**config.mk**
```make
export PLATFORM = sky130hd
export DESIGN_NAME = rpd_deskew
export DESIGN_NICKNAME = d
export VERILOG_FILES = /design/src/pkg/rpd_pkg.sv /design/src/pkg/rpd_trig_if.sv /design/src/rtl/rpd_deskew.sv /design/src/rtl/rpd_trig_detect.sv
export SDC_FILE = /design/constraint.sdc
export NUM_CORES = 1
export LEC_CHECK = 0
export BUFFER_PORTS_ARGS = -buffer_cell sky130_fd_sc_hd__buf_4
export CAP_MARGIN = 5
export CORE_MARGIN = 3
export CORE_UTILIZATION = 51
export CTS_CLUSTER_SIZE = 16
export DETAILED_ROUTE_END_ITERATION = 10
export HOLD_SLACK_MARGIN = 0.1
export PLACE_DENSITY = 0.76
export SYNTH_ARGS = -nofsm -noshare
export SYNTH_HDL_FRONTEND = slang
export SYNTH_SLANG_ARGS = --single-unit
```
**constraint.sdc**
```tcl
create_clock -name mclk -period 2.8 [get_ports mclk]
set_input_delay 0.14 -clock mclk [delete_from_list [all_inputs] [get_ports mclk]]
set_output_delay 0.14 -clock mclk [all_outputs]
set_load 0.01 [all_outputs]
```
**src/pkg/rpd_pkg.sv**
```systemverilog
// shared constants, register map and state type of the receive read clock phase deskew block
package rpd_pkg;
  // ==========================================================
  // register offsets (byte addresses, one 32-bit word each)
  localparam logic [7:0] RPD_OFS_CTRL = 8'h00;
  localparam logic [7:0] RPD_OFS_TOTAL = 8'h04;
  localparam logic [7:0] RPD_OFS_STATUS = 8'h08;
  localparam logic [7:0] RPD_OFS_RUNS = 8'h0c;
  localparam logic [7:0] RPD_OFS_CLKSEL = 8'h10;
  // ==========================================================
  // control register fields
  localparam int RPD_CTRL_ENABLE = 0;
  localparam int RPD_CTRL_INC = 1;
  localparam int RPD_CTRL_START = 2;
  localparam int RPD_CTRL_FIFO_RST = 3;
  localparam logic RPD_ENABLE_RST = 1'b1;
  localparam logic RPD_INC_RST = 1'b1;
  // ==========================================================
  // status register fields
  localparam int RPD_ST_BUSY = 0;
  localparam int RPD_ST_DONE = 1;
  localparam int RPD_ST_LOCKED = 2;
  localparam int RPD_ST_ALL_COMPLETE = 3;
  localparam int RPD_ST_TIMEOUT = 4;
  localparam int RPD_ST_STATE_LSB = 8;
  localparam int RPD_ST_STEPS_LSB = 16;
  // ==========================================================
  // clock source select encoding: 0 fabric clock, 1 locally buffered clock
  localparam logic RPD_SRC_FABRIC = 1'b0;
  localparam logic RPD_SRC_BUFFERED = 1'b1;
  localparam int RPD_CLKSEL_TX_LSB = 0;
  localparam int RPD_CLKSEL_RX_LSB = 4;
  // ==========================================================
  // timing: resolution of one step is one fifty-sixth of the oscillator period
  localparam int RPD_STEPS_PER_VCO_PERIOD = 56;
  localparam int RPD_TIMEOUT_DEF = 1024;
  localparam int RPD_STEP_TOTAL_DEF = 8;
  // ==========================================================
  // sequencer states
  typedef enum logic [2:0] {
    RPD_IDLE,
    RPD_WAIT_LOCK,
    RPD_STEP_REQ,
    RPD_STEP_WAIT,
    RPD_DONE
  } rpd_state_t;
endpackage

```
**src/pkg/rpd_trig_if.sv**
```systemverilog
// start indication passed from the lane completion detector to the sequencer
`timescale 1ns/100ps
interface rpd_trig_if;
  logic all_complete; // every lane reports receive reset complete
  logic rise_pulse; // one cycle on the low-to-high change of all_complete
  modport src (output all_complete, output rise_pulse);
  modport dst (input all_complete, input rise_pulse);
endinterface

```
**src/rtl/rpd_deskew.sv**
```systemverilog
// receive read clock phase deskew sequencer with register port
// ==========================================================
// Overview of operation
// [RL1] adjustment starts only when every lane reports receive reset complete
// [RL2] every new rise of group completion restarts the whole adjustment
// [RL3] state machine steps the phase over the manager's phase-shift port, 1/56 period each
// [RL4] integrator sets manager multiply and divide, fixing the step resolution
// [RL5] integrator programs step total as shift over resolution, rounded up
// [RL6] controlling logic pulses the elastic buffer reset once after manager lock; here it pulses on each software request while locked
// [RL7] retraining resets the buffer; the resulting completion rise reruns adjustment
// [RL8] buffered transmit clock zero is used only when its select picks it
// [RL9] each buffered receive clock is used only when its select picks it
// [RL10] one step request at a time, wait for done, count to total
// [RL11] no steps before lock; losing lock abandons the run and waits again
//
// Implementation choices: the placing of the registers and the address-and-strobe port.
`timescale 1ns/100ps
module rpd_deskew import rpd_pkg::*; #(
  parameter int NUM_LANES = 4,
  parameter int STEP_W = 16,
  parameter int STEP_TOTAL_DEF = RPD_STEP_TOTAL_DEF,
  parameter int TIMEOUT_CYCLES = RPD_TIMEOUT_DEF,
  parameter logic TX_SEL_0 = RPD_SRC_FABRIC,
  parameter logic TX_SEL_1 = RPD_SRC_FABRIC,
  parameter logic [3:0] RX_SEL = {4{RPD_SRC_FABRIC}}
) (
  input wire logic mclk, // 40 MHz system clock
  input wire logic arst_n, // asynchronous reset, active low
  input wire logic [NUM_LANES-1:0] rx_reset_complete, // per-lane completion levels
  input wire logic cm_locked, // clock manager lock
  input wire logic cm_step_done, // clock manager step acknowledge, one cycle
  output logic cm_step_en, // step request, one cycle
  output logic cm_step_inc, // step direction, 1 advances the phase
  output logic rx_elastic_buffer_reset, // receive buffer reset pulse
  input wire logic [7:0] reg_addr, // register byte address
  input wire logic [31:0] reg_wdata, // register write data
  input wire logic reg_wr, // write strobe
  input wire logic reg_rd, // read strobe
  output logic [31:0] reg_rdata // read data, cycle after the strobe
);
  localparam int TMO_W = $clog2(TIMEOUT_CYCLES + 1);
  localparam logic [TMO_W-1:0] TMO_LAST = TMO_W'(TIMEOUT_CYCLES - 1);

  // group completion carrier from the lane detector
  rpd_trig_if trig ();

  // sequencer state, software controls and progress
  rpd_state_t state;
  logic ctl_enable;
  logic ctl_inc;
  logic [STEP_W-1:0] step_total;
  logic [STEP_W-1:0] step_cnt;
  logic [15:0] run_cnt;
  logic [TMO_W-1:0] tmo_cnt;
  logic pending;
  logic timeout_err;
  logic done_flag;

  // decoded strobes and conditions
  logic wr_ctrl;
  logic wr_status;
  logic wr_total;
  logic sw_start;
  logic tmo_hit;
  logic step_last;
  logic run_finish;

  // read data selected ahead of the output register
  logic [31:0] next_rdata;

  initial begin
    if (NUM_LANES < 1 || NUM_LANES > 4) $error("rpd_deskew: NUM_LANES must be 1 to 4");
    if (STEP_W < 1 || STEP_W > 16) $error("rpd_deskew: STEP_W must be 1 to 16");
    if (TIMEOUT_CYCLES < 2) $error("rpd_deskew: TIMEOUT_CYCLES must be at least 2");
    if (STEP_TOTAL_DEF >= (1 << STEP_W)) $error("rpd_deskew: STEP_TOTAL_DEF too wide");
  end

  // ==========================================================
  // group completion detector
  rpd_trig_detect #(
    .NUM_LANES(NUM_LANES)
  ) u_trig (
    .mclk(mclk),
    .arst_n(arst_n),
    .rx_reset_complete(rx_reset_complete),
    .trig(trig)
  );

  // ==========================================================
  // register decode
  assign wr_ctrl = reg_wr && (reg_addr == RPD_OFS_CTRL);
  assign wr_status = reg_wr && (reg_addr == RPD_OFS_STATUS);
  assign wr_total = reg_wr && (reg_addr == RPD_OFS_TOTAL);
  assign sw_start = wr_ctrl && reg_wdata[RPD_CTRL_START];
  assign step_last = (step_cnt + STEP_W'(1)) == step_total;
  assign tmo_hit = (state == RPD_STEP_WAIT) && (tmo_cnt == TMO_LAST) &&
                   cm_locked && !cm_step_done; // lock loss abandons, it is no timeout

  // a run ends on the answer to its last step, unless a restart is waiting
  assign run_finish = (state == RPD_STEP_WAIT) && cm_step_done && cm_locked && step_last &&
                      !pending;

  // ==========================================================
  // software controls
  // control bits steering the sequencer
  always_ff @(posedge mclk or negedge arst_n) begin
    if (!arst_n) begin
      ctl_enable <= RPD_ENABLE_RST;
      ctl_inc <= RPD_INC_RST;
    end else if (wr_ctrl) begin
      ctl_enable <= reg_wdata[RPD_CTRL_ENABLE];
      ctl_inc <= reg_wdata[RPD_CTRL_INC];
    end
  end

  // step total programmed by software
  always_ff @(posedge mclk or negedge arst_n) begin
    if (!arst_n) begin
      step_total <= STEP_W'(STEP_TOTAL_DEF);
    end else if (wr_total) begin
      step_total <= reg_wdata[STEP_W-1:0]; // RL5
    end
  end

  // ==========================================================
  // elastic buffer reset
  // elastic buffer reset: one-cycle pulse on software request, only while locked
  always_ff @(posedge mclk or negedge arst_n) begin
    if (!arst_n) begin
      rx_elastic_buffer_reset <= 1'b0;
    end else begin
      rx_elastic_buffer_reset <= wr_ctrl && reg_wdata[RPD_CTRL_FIFO_RST] && cm_locked; // RL6
    end
  end

  // ==========================================================
  // start request held until the sequencer can act on it
  always_ff @(posedge mclk or negedge arst_n) begin
    if (!arst_n) begin
      pending <= 1'b0;
    end else if ((trig.rise_pulse || sw_start) && ctl_enable) begin
      pending <= 1'b1; // RL2
    end else if (!ctl_enable) begin
      pending <= 1'b0;
    end else if (state == RPD_WAIT_LOCK) begin
      pending <= 1'b0;
    end
  end

  // ==========================================================
  // sequencer
  always_ff @(posedge mclk or negedge arst_n) begin
    if (!arst_n) begin
      state <= RPD_IDLE;
    end else begin
      unique case (state)
        RPD_IDLE, RPD_DONE: begin
          if (pending && trig.all_complete) begin
            state <= RPD_WAIT_LOCK; // RL1
          end
        end
        RPD_WAIT_LOCK: begin
          if (!ctl_enable) begin
            state <= RPD_IDLE;
          end else if (cm_locked && trig.all_complete) begin
            state <= (step_total == '0) ? RPD_DONE : RPD_STEP_REQ; // RL11
          end
        end
        RPD_STEP_REQ: begin
          state <= cm_locked ? RPD_STEP_WAIT : RPD_WAIT_LOCK; // RL10 RL11
        end
        RPD_STEP_WAIT: begin
          if (!cm_locked) begin
            state <= RPD_WAIT_LOCK; // RL11
          end else if (cm_step_done) begin
            if (pending) begin
              state <= RPD_WAIT_LOCK; // RL2
            end else if (step_last) begin
              state <= RPD_DONE; // RL10
            end else begin
              state <= RPD_STEP_REQ; // RL10
            end
          end else if (tmo_hit) begin
            state <= RPD_IDLE;
          end
        end
        default: begin
          state <= RPD_IDLE; // unused codes fall back to idle
        end
      endcase
    end
  end

  // ==========================================================
  // step port towards the clock manager
  // step request and direction, one request per visit to the request state
  always_ff @(posedge mclk or negedge arst_n) begin
    if (!arst_n) begin
      cm_step_en <= 1'b0;
      cm_step_inc <= RPD_INC_RST;
    end else begin
      cm_step_en <= (state == RPD_STEP_REQ) && cm_locked; // RL3 RL10
      if (state == RPD_WAIT_LOCK) begin
        cm_step_inc <= ctl_inc;
      end
    end
  end

  // ==========================================================
  // counters, watchdog and status flags
  // steps acknowledged in the current run
  always_ff @(posedge mclk or negedge arst_n) begin
    if (!arst_n) begin
      step_cnt <= '0;
    end else if (state == RPD_WAIT_LOCK) begin
      step_cnt <= '0; // RL11
    end else if (state == RPD_STEP_WAIT && cm_step_done && cm_locked) begin
      step_cnt <= step_cnt + STEP_W'(1); // RL10
    end
  end

  // acknowledge watchdog while a step is outstanding
  always_ff @(posedge mclk or negedge arst_n) begin
    if (!arst_n) begin
      tmo_cnt <= '0;
    end else if (state == RPD_STEP_WAIT) begin
      tmo_cnt <= tmo_cnt + TMO_W'(1);
    end else begin
      tmo_cnt <= '0;
    end
  end

  // sticky timeout flag, write one to clear, a new timeout wins over the clear
  always_ff @(posedge mclk or negedge arst_n) begin
    if (!arst_n) begin
      timeout_err <= 1'b0;
    end else if (tmo_hit) begin
      timeout_err <= 1'b1;
    end else if (wr_status && reg_wdata[RPD_ST_TIMEOUT]) begin
      timeout_err <= 1'b0;
    end
  end

  // completed runs, counted once per finished run
  always_ff @(posedge mclk or negedge arst_n) begin
    if (!arst_n) begin
      run_cnt <= '0;
    end else if (run_finish) begin
      run_cnt <= run_cnt + 16'h0001; // RL10
    end
  end

  // done indication, held until the next run begins
  always_ff @(posedge mclk or negedge arst_n) begin
    if (!arst_n) begin
      done_flag <= 1'b0;
    end else if (state == RPD_WAIT_LOCK) begin
      done_flag <= 1'b0;
    end else if (run_finish) begin
      done_flag <= 1'b1;
    end
  end

  // ==========================================================
  // read data, valid in the cycle after the read strobe
  always_comb begin
    next_rdata = 32'h0000_0000;
    unique case (reg_addr)
      RPD_OFS_CTRL: begin
        next_rdata[RPD_CTRL_ENABLE] = ctl_enable;
        next_rdata[RPD_CTRL_INC] = ctl_inc;
      end
      RPD_OFS_TOTAL: begin
        next_rdata[STEP_W-1:0] = step_total;
      end
      RPD_OFS_STATUS: begin
        next_rdata[RPD_ST_BUSY] = (state != RPD_IDLE) && (state != RPD_DONE);
        next_rdata[RPD_ST_DONE] = done_flag;
        next_rdata[RPD_ST_LOCKED] = cm_locked;
        next_rdata[RPD_ST_ALL_COMPLETE] = trig.all_complete;
        next_rdata[RPD_ST_TIMEOUT] = timeout_err;
        next_rdata[RPD_ST_STATE_LSB +: 3] = state;
        next_rdata[RPD_ST_STEPS_LSB +: STEP_W] = step_cnt;
      end
      RPD_OFS_RUNS: begin
        next_rdata[15:0] = run_cnt;
      end
      RPD_OFS_CLKSEL: begin
        next_rdata[RPD_CLKSEL_TX_LSB] = TX_SEL_0; // RL8
        next_rdata[RPD_CLKSEL_TX_LSB + 1] = TX_SEL_1;
        next_rdata[RPD_CLKSEL_RX_LSB +: 4] = RX_SEL; // RL9
      end
      default: begin
        next_rdata = 32'h0000_0000;
      end
    endcase
  end

  // read data register, zero outside the answering cycle
  always_ff @(posedge mclk or negedge arst_n) begin
    if (!arst_n) begin
      reg_rdata <= 32'h0000_0000;
    end else if (reg_rd) begin
      reg_rdata <= next_rdata;
    end else begin
      reg_rdata <= 32'h0000_0000;
    end
  end
endmodule

```
**src/rtl/rpd_trig_detect.sv**
```systemverilog
// detects that every lane has completed receive reset and marks each new completion
`timescale 1ns/100ps
module rpd_trig_detect import rpd_pkg::*; #(
  parameter int NUM_LANES = 4
) (
  input wire logic mclk, // system clock
  input wire logic arst_n, // asynchronous reset, active low
  input wire logic [NUM_LANES-1:0] rx_reset_complete, // per-lane completion levels
  rpd_trig_if.src trig // start indication to the sequencer
);
  logic all_q;

  initial begin
    if (NUM_LANES < 1) $error("rpd_trig_detect: NUM_LANES must be at least 1");
  end

  // ==========================================================
  // completion of the whole group
  assign trig.all_complete = &rx_reset_complete; // RL1

  // previous level, cleared at reset so a group already complete starts one run
  always_ff @(posedge mclk or negedge arst_n) begin
    if (!arst_n) begin
      all_q <= 1'b0;
    end else begin
      all_q <= trig.all_complete;
    end
  end

  // every new low-to-high change starts the sequence again
  assign trig.rise_pulse = trig.all_complete & ~all_q; // RL2 RL7
endmodule

```
**Word-level counts from Yosys, hierarchy flattened**

Cells that the tools add are included.

- Bitwise logic cells: 2
- Eq/ne operators: 14
- Reduce and logical (&&, ||, !) cells: 32
- Add/subtract/negate cells: 3
- Mux-type cells: 29

Operators with widths:

| cell | number |
|---|---|
| 16-bit two-way mux | 3 |
| 16-bit by 1-bit adder with 16-bit output, second input constant | 2 |
| 32-bit two-way mux | 1 |
| 3-bit two-way mux | 9 |
| 1-bit logical AND | 19 |
| 16-bit == test | 1 |
| 8-bit by 4-bit == test with 1-bit output, second input constant | 2 |
| 16-bit logical NOT | 1 |
| 3-bit case mux with 4 select lines | 1 |
| 11-bit by 1-bit adder with 11-bit output, second input constant | 1 |
| 11-bit by 10-bit == test with 1-bit output, second input constant | 1 |
| 11-bit two-way mux | 1 |
| 5-bit case mux with 2 select lines | 1 |
| 3-bit case mux with 3 select lines | 1 |
| 8-bit by 3-bit == test with 1-bit output, second input constant | 1 |
| 8-bit logical NOT | 1 |
| 2-bit case mux with 4 select lines | 1 |
| 1-bit two-way mux | 7 |
| 3-bit by 2-bit == test with 1-bit output, second input constant | 2 |
| 3-bit inequality test, second input constant | 2 |
| 2-bit case mux with 3 select lines | 1 |
| 3-bit case mux with 2 select lines | 1 |
| 2-bit nonzero test | 3 |
| 4-bit inequality test, second input constant | 1 |
| 15 further kinds | 16 |

- Bits of input ports: 50
- Register bits after elaboration: 103
- Word-level logic and storage cells: 95
- Output and inout bits: 35

**Depth between registers and ports, before layout**

- Word-level depth: 8
- Gate-level depth with buffers: 10

**Cells and area by module**

A second synthesis with hierarchy kept.

- Cells, all modules: 482
- Area total of the unflattened synthesis: 5062.4 µm²

Modules (own cells, without submodules):

| module | seq. area each (µm²) | area an instance (µm²) | instances | cells each |
|---|---|---|---|---|
| rpd_deskew | 2557.5 | 5012.3 | 1 | 479 |
| rpd_trig_detect | 25.0 | 50.0 | 1 | 3 |

**Least setup slack after synthesis**

OpenSTA, ideal clock, no wires.

- Path type: flip-flop to flip-flop
- Start: reg step_cnt[0]
- End: reg run_cnt[1]
- Arrival time: 2610 ps
- Setup time: 125 ps
- Stages on the path, launching flop included: 9
- Slack: 65 ps
- Path through: dfrtp_1 -> ha_1 -> and4_1 -> a211oi_1 -> or4_1 -> nor4_1 -> nand4_1 -> or3_4 -> mux2_4

- Longest elaborated chain between the ends: 4

RTL lines:

| what | line | source |
|---|---|---|
| start: declaration | rpd_deskew.sv:52 | `logic [STEP_W-1:0] step_cnt;` |
| start signal: assignment | rpd_deskew.sv:218 | `step_cnt <= step_cnt + STEP_W'(1);` |
| 16-bit by 1-bit adder with 16-bit output | rpd_deskew.sv:95 | `assign step_last = (step_cnt + STEP_W'(1)) == step_total;` |
| 16-bit == test | rpd_deskew.sv:95 |  |
| 1-bit logical AND (2 in series) | rpd_deskew.sv:100 | `assign run_finish = (state == RPD_STEP_WAIT) && cm_step_done && cm_locked && step_last &&` |
| end signal: assignment | rpd_deskew.sv:249 | `run_cnt <= run_cnt + 16'h0001;` |
| end: declaration | rpd_deskew.sv:53 | `logic [15:0] run_cnt;` |

Every way passes these cells.
A chain may end at the register's enable or synchronous reset.

**Worst setup path in the final report**

- Start: reg step_cnt[4]
- End: reg run_cnt[1]

Same word-level chain as after synthesis.

==> run summary <==
The flow ran to the end, and the final reports show no timing, DRC or antenna violations. OpenSTA, run right after detailed placement, puts the worst setup slack at roughly 0.015 ns. The clock skew after layout is between 0.008 and 0.009 ns. The mean number of vias per cell is a little under 6. The count of port buffers added during placement came out at 68. The antenna diode count is 0. Setup repair after global routing could not meet its margin everywhere. The congestion estimate from routability-driven global placement came to 0.958.

The site row count came out at 35. The flip-flop and latch count after synthesis came out at 103. Dividing the detail-routed wire length by the instance count gives 17.2 um. The critical-path maximum fanout came out at 8.

The final antenna-violating net count came out at 0. The library cell used most frequently in the layout, excluding fill and tap cells, is sky130_fd_sc_hd__dfrtp_1. The placed wire-length estimate came out at 8600 um. The maximum number of pins on one net before global-route repair is 55.

The number of antenna violations at the first check in global routing is 0. The maximum level of the CTS H-tree came out at 3. The worst hold endpoint is reg_rdata[10]$_DFF_PN0_.

Counting the buffers created by CTS gives 9. The worst path uses 99.7% of the clock period. The category of the critical setup timing path is flop to flop. The final wirelength is about 12,000 um. The final cell utilization of the core is 67.6%.

The tree is rooted in a sky130_fd_sc_hd__clkbuf_8. The die outline width came out at 106 um. The initial detailed-routing violation count came out at 240.

The completed layout was analyzed and its total power is 0.00274 W. The die boundary height came out at between 100 and 150 um. The number of cells produced by synthesis is 484. TritonCTS built the clock tree.

The layout overhead on the synthesized area is 26.3%. In this run the critical register-to-register path is captured at run_cnt[1]$_DFFE_PN0P_. The class of the tightest hold or removal check is input pin to flop. The fraction of the yosys area taken by sequential cells came out at between 50% and 60%.

The ratio of cells with drive above 1 in the final layout came out at 27.9%. The worst register-to-register path has a setup slack of about 0.008 ns. The average cell area after synthesis came out at 10.5 sq um. The peak ir drop on the vdd network is between 0.2 and 0.25 mV. The time the worst path needs with I/O delays and setup came out at 2.79 ns. The number of warnings reported in the yosys synthesis log is 0.

The clock latency of the later-clocked register in the worst-skew pair is 0.37 ns. The initial core utilization came out at a little over half. The number of detailed-route iterations in the first pass came out at 5. The maximum root-to-sink buffer count came out at 2. Counting every sink on the clock net gives 103. The worst relative slew slack came out at between 40% and 50%. The max-slew violation count is 0.

The top-level I/O count is 85. The count of endpoints failing hold in the final timing report is 0. At the worst endpoint, the required time is 3.06 ns.

The DRC violation count after routing is 0. The worst register-to-register path begins at step_cnt[4]$_DFFE_PN0P_. The floorplan step defined a die boundary enclosing ~11,000 sq um.

For this run, the post-layout net count is 636. The via count came out at ~4,200. The total of endpoints with negative setup slack in the final report is 0. The depth of the most critical reg-to-reg path came out at 8.

The power density over the cells is 428 nW/um^2. Counting flops with an async set or reset pin after synthesis yields a share of 100%. The count of unique library cells instantiated by Yosys came out at 58. The maximum frequency from static timing analysis is 0.358 GHz. The total leakage power is 3.01 nW.

The count of flip-flops with a built-in enable after synthesis is 0. The flip-flop cell with the highest count after synthesis is sky130_fd_sc_hd__dfrtp_1. The worst hold path begins at reg_addr[2].

The first-pass GRT wire length came out at 19,600 um. Max-cap violations in this run came to 0. The area of the mapped netlist is 5070 sq um. Leaving out fill and tap cells, the most frequent cells in the layout are 96 x sky130_fd_sc_hd__dfrtp_1, 91 x sky130_fd_sc_hd__buf_4, 35 x sky130_fd_sc_hd__nor2_1, 29 x sky130_fd_sc_hd__nand2_1.

STA classifies the critical path startpoint as a flop. For this run, the total global-route usage over all layers was measured as between 20% and 30%. The global-route congestion overflow total is 0.

The via count of the first global-routing pass is 4,008. Counting instances, the worst hold path has a depth of 3. The clock transition at the register clock pins on the worst setup and hold paths after CTS came out at approximately 0.10 ns.

The worst path meets setup with 0.00818 ns of slack. STA classifies the critical path endpoint as a flop. The slew of the pin with the lowest slew margin is 0.800 ns. The core region is 9460 sq um. Data on the critical path arrives at its endpoint at 3.05 ns.

The synthesized netlist net count came out at 537.
Yosys cell counts, drive strengths merged (5+ instances only):
master / instances / area (sq um)
a21oi: 16 / 80.1
a22oi: 14 / 105
and2: 25 / 156
and3: 9 / 56.3
and4: 5 / 43.8
buf: 9 / 42.5
clkbuf: 17 / 63.8
dfrtp: 99 / 2480
inv: 8 / 30.0
mux2: 26 / 297
nand2: 29 / 109
nand3: 14 / 70.1
nand4: 13 / 81.3
nor2: 35 / 131
nor2b: 12 / 75.1
nor3: 12 / 60.1
nor4: 15 / 113
o21ai: 17 / 85.1
o31ai: 6 / 45.0
xnor2: 15 / 131
xor2: 25 / 219
critical path, cell delays in order (launching register included):
cell                      delay, ns
sky130_fd_sc_hd__dfrtp_2       0.48
sky130_fd_sc_hd__buf_6         0.14
sky130_fd_sc_hd__xor2_1        0.16
sky130_fd_sc_hd__xnor2_1       0.14
sky130_fd_sc_hd__or4_4         0.54
sky130_fd_sc_hd__nor4_4        0.23
sky130_fd_sc_hd__nand4_1       0.23
sky130_fd_sc_hd__or3_4         0.46
sky130_fd_sc_hd__mux2_4        0.30
how the worst max path moves through the flow:
| stage | startpoint | endpoint | slack, ns | cells past startpoint |
|---|---|---|---|---|
| global route | step_cnt[4]$_DFFE_PN0P_ | run_cnt[1]$_DFFE_PN0P_ | -0.07 | 8 |
| finish | step_cnt[4]$_DFFE_PN0P_ | run_cnt[1]$_DFFE_PN0P_ | 0.008 | 8 |
| CTS | step_cnt[1]$_DFFE_PN0P_ | run_cnt[9]$_DFFE_PN0P_ | 0.03 | 9 |
| detailed placement | step_cnt[1]$_DFFE_PN0P_ | run_cnt[9]$_DFFE_PN0P_ | 0.02 | 9 |
| floorplan | step_cnt[0]$_DFFE_PN0P_ | run_cnt[1]$_DFFE_PN0P_ | 0.06 | 8 |
| global placement | step_cnt[0]$_DFFE_PN0P_ | run_cnt[15]$_DFFE_PN0P_ | 0.12 | 9 |
cell families after synthesis:
kind of cell    synth area share [%]
xor+xnor                        6.92
flops                           51.0
mux                             6.45
compound gates                  11.1
simple gates                    21.1
buf+inv                         2.69
fa+ha+maj                      0.741
report_power, final:
| part | leakage (nW) | internal, W | switching (W) | total [W] |
|---|---|---|---|---|
| Combinational | 1.48 | 0.0000953 | 0.0000885 | 0.000184 |
| Sequential | 1.42 | 0.00150 | 0.0000226 | 0.00152 |
| Clock | 0.111 | 0.000511 | 0.000522 | 0.00103 |
layer usage:
layer  GRT usage (%)  share of wire [%]  up-vias
met4            6.38                1.7        0
met3            4.10                6.3       22
met5               0                  0        -
met2            36.7                 51      167
met1            28.5                 41     2039
li1                -                  -     1934
flip-flops by register name (all words and copies together) (netlist names):
name and cells:
run_cnt 16, cm_step_en 1, state 3, done_flag 1
pending 1, step_cnt 16, tmo_cnt 11, cm_step_inc 1
reg_rdata 32, timeout_err 1, ctl_inc 1, ctl_enable 1
u_trig.all_q 1, rx_elastic_buffer_reset 1, step_total 16
what timing repair did:
item / 4_1_cts / 5_1_grt
cloned: 0 / 1
buffers inserted: 0 / 5
gates resized for setup: 2 / 24
endpoints found under the setup margin: 3 / 13
pin swaps: 0 / 6
endpoints found under the hold margin: 77 / 0
hold buffers: 19 / 0
final cells by class:
type	count	area (sq um)
tap	129	161
multi-input combinational	347	2480
sequential	103	2590
clock buffer	10	128
clock inverter	6	91.3
timing repair buffer	114	921
inverter	8	30.0
fill	694	3060
per-stage QoR:
stage	instances	instance area, sq um	setup TNS (ns)	hold WS (ns)
floorplan	484	5070	0	-0.156
global route	717	6400	-0.117	0.127
CTS	711	6220	0	0.107
detailed placement	676	5800	0	0.234
global placement	676	5800	0	0.227
finish	717	6400	0	0.114
Power figures use the tool's default switching activity.
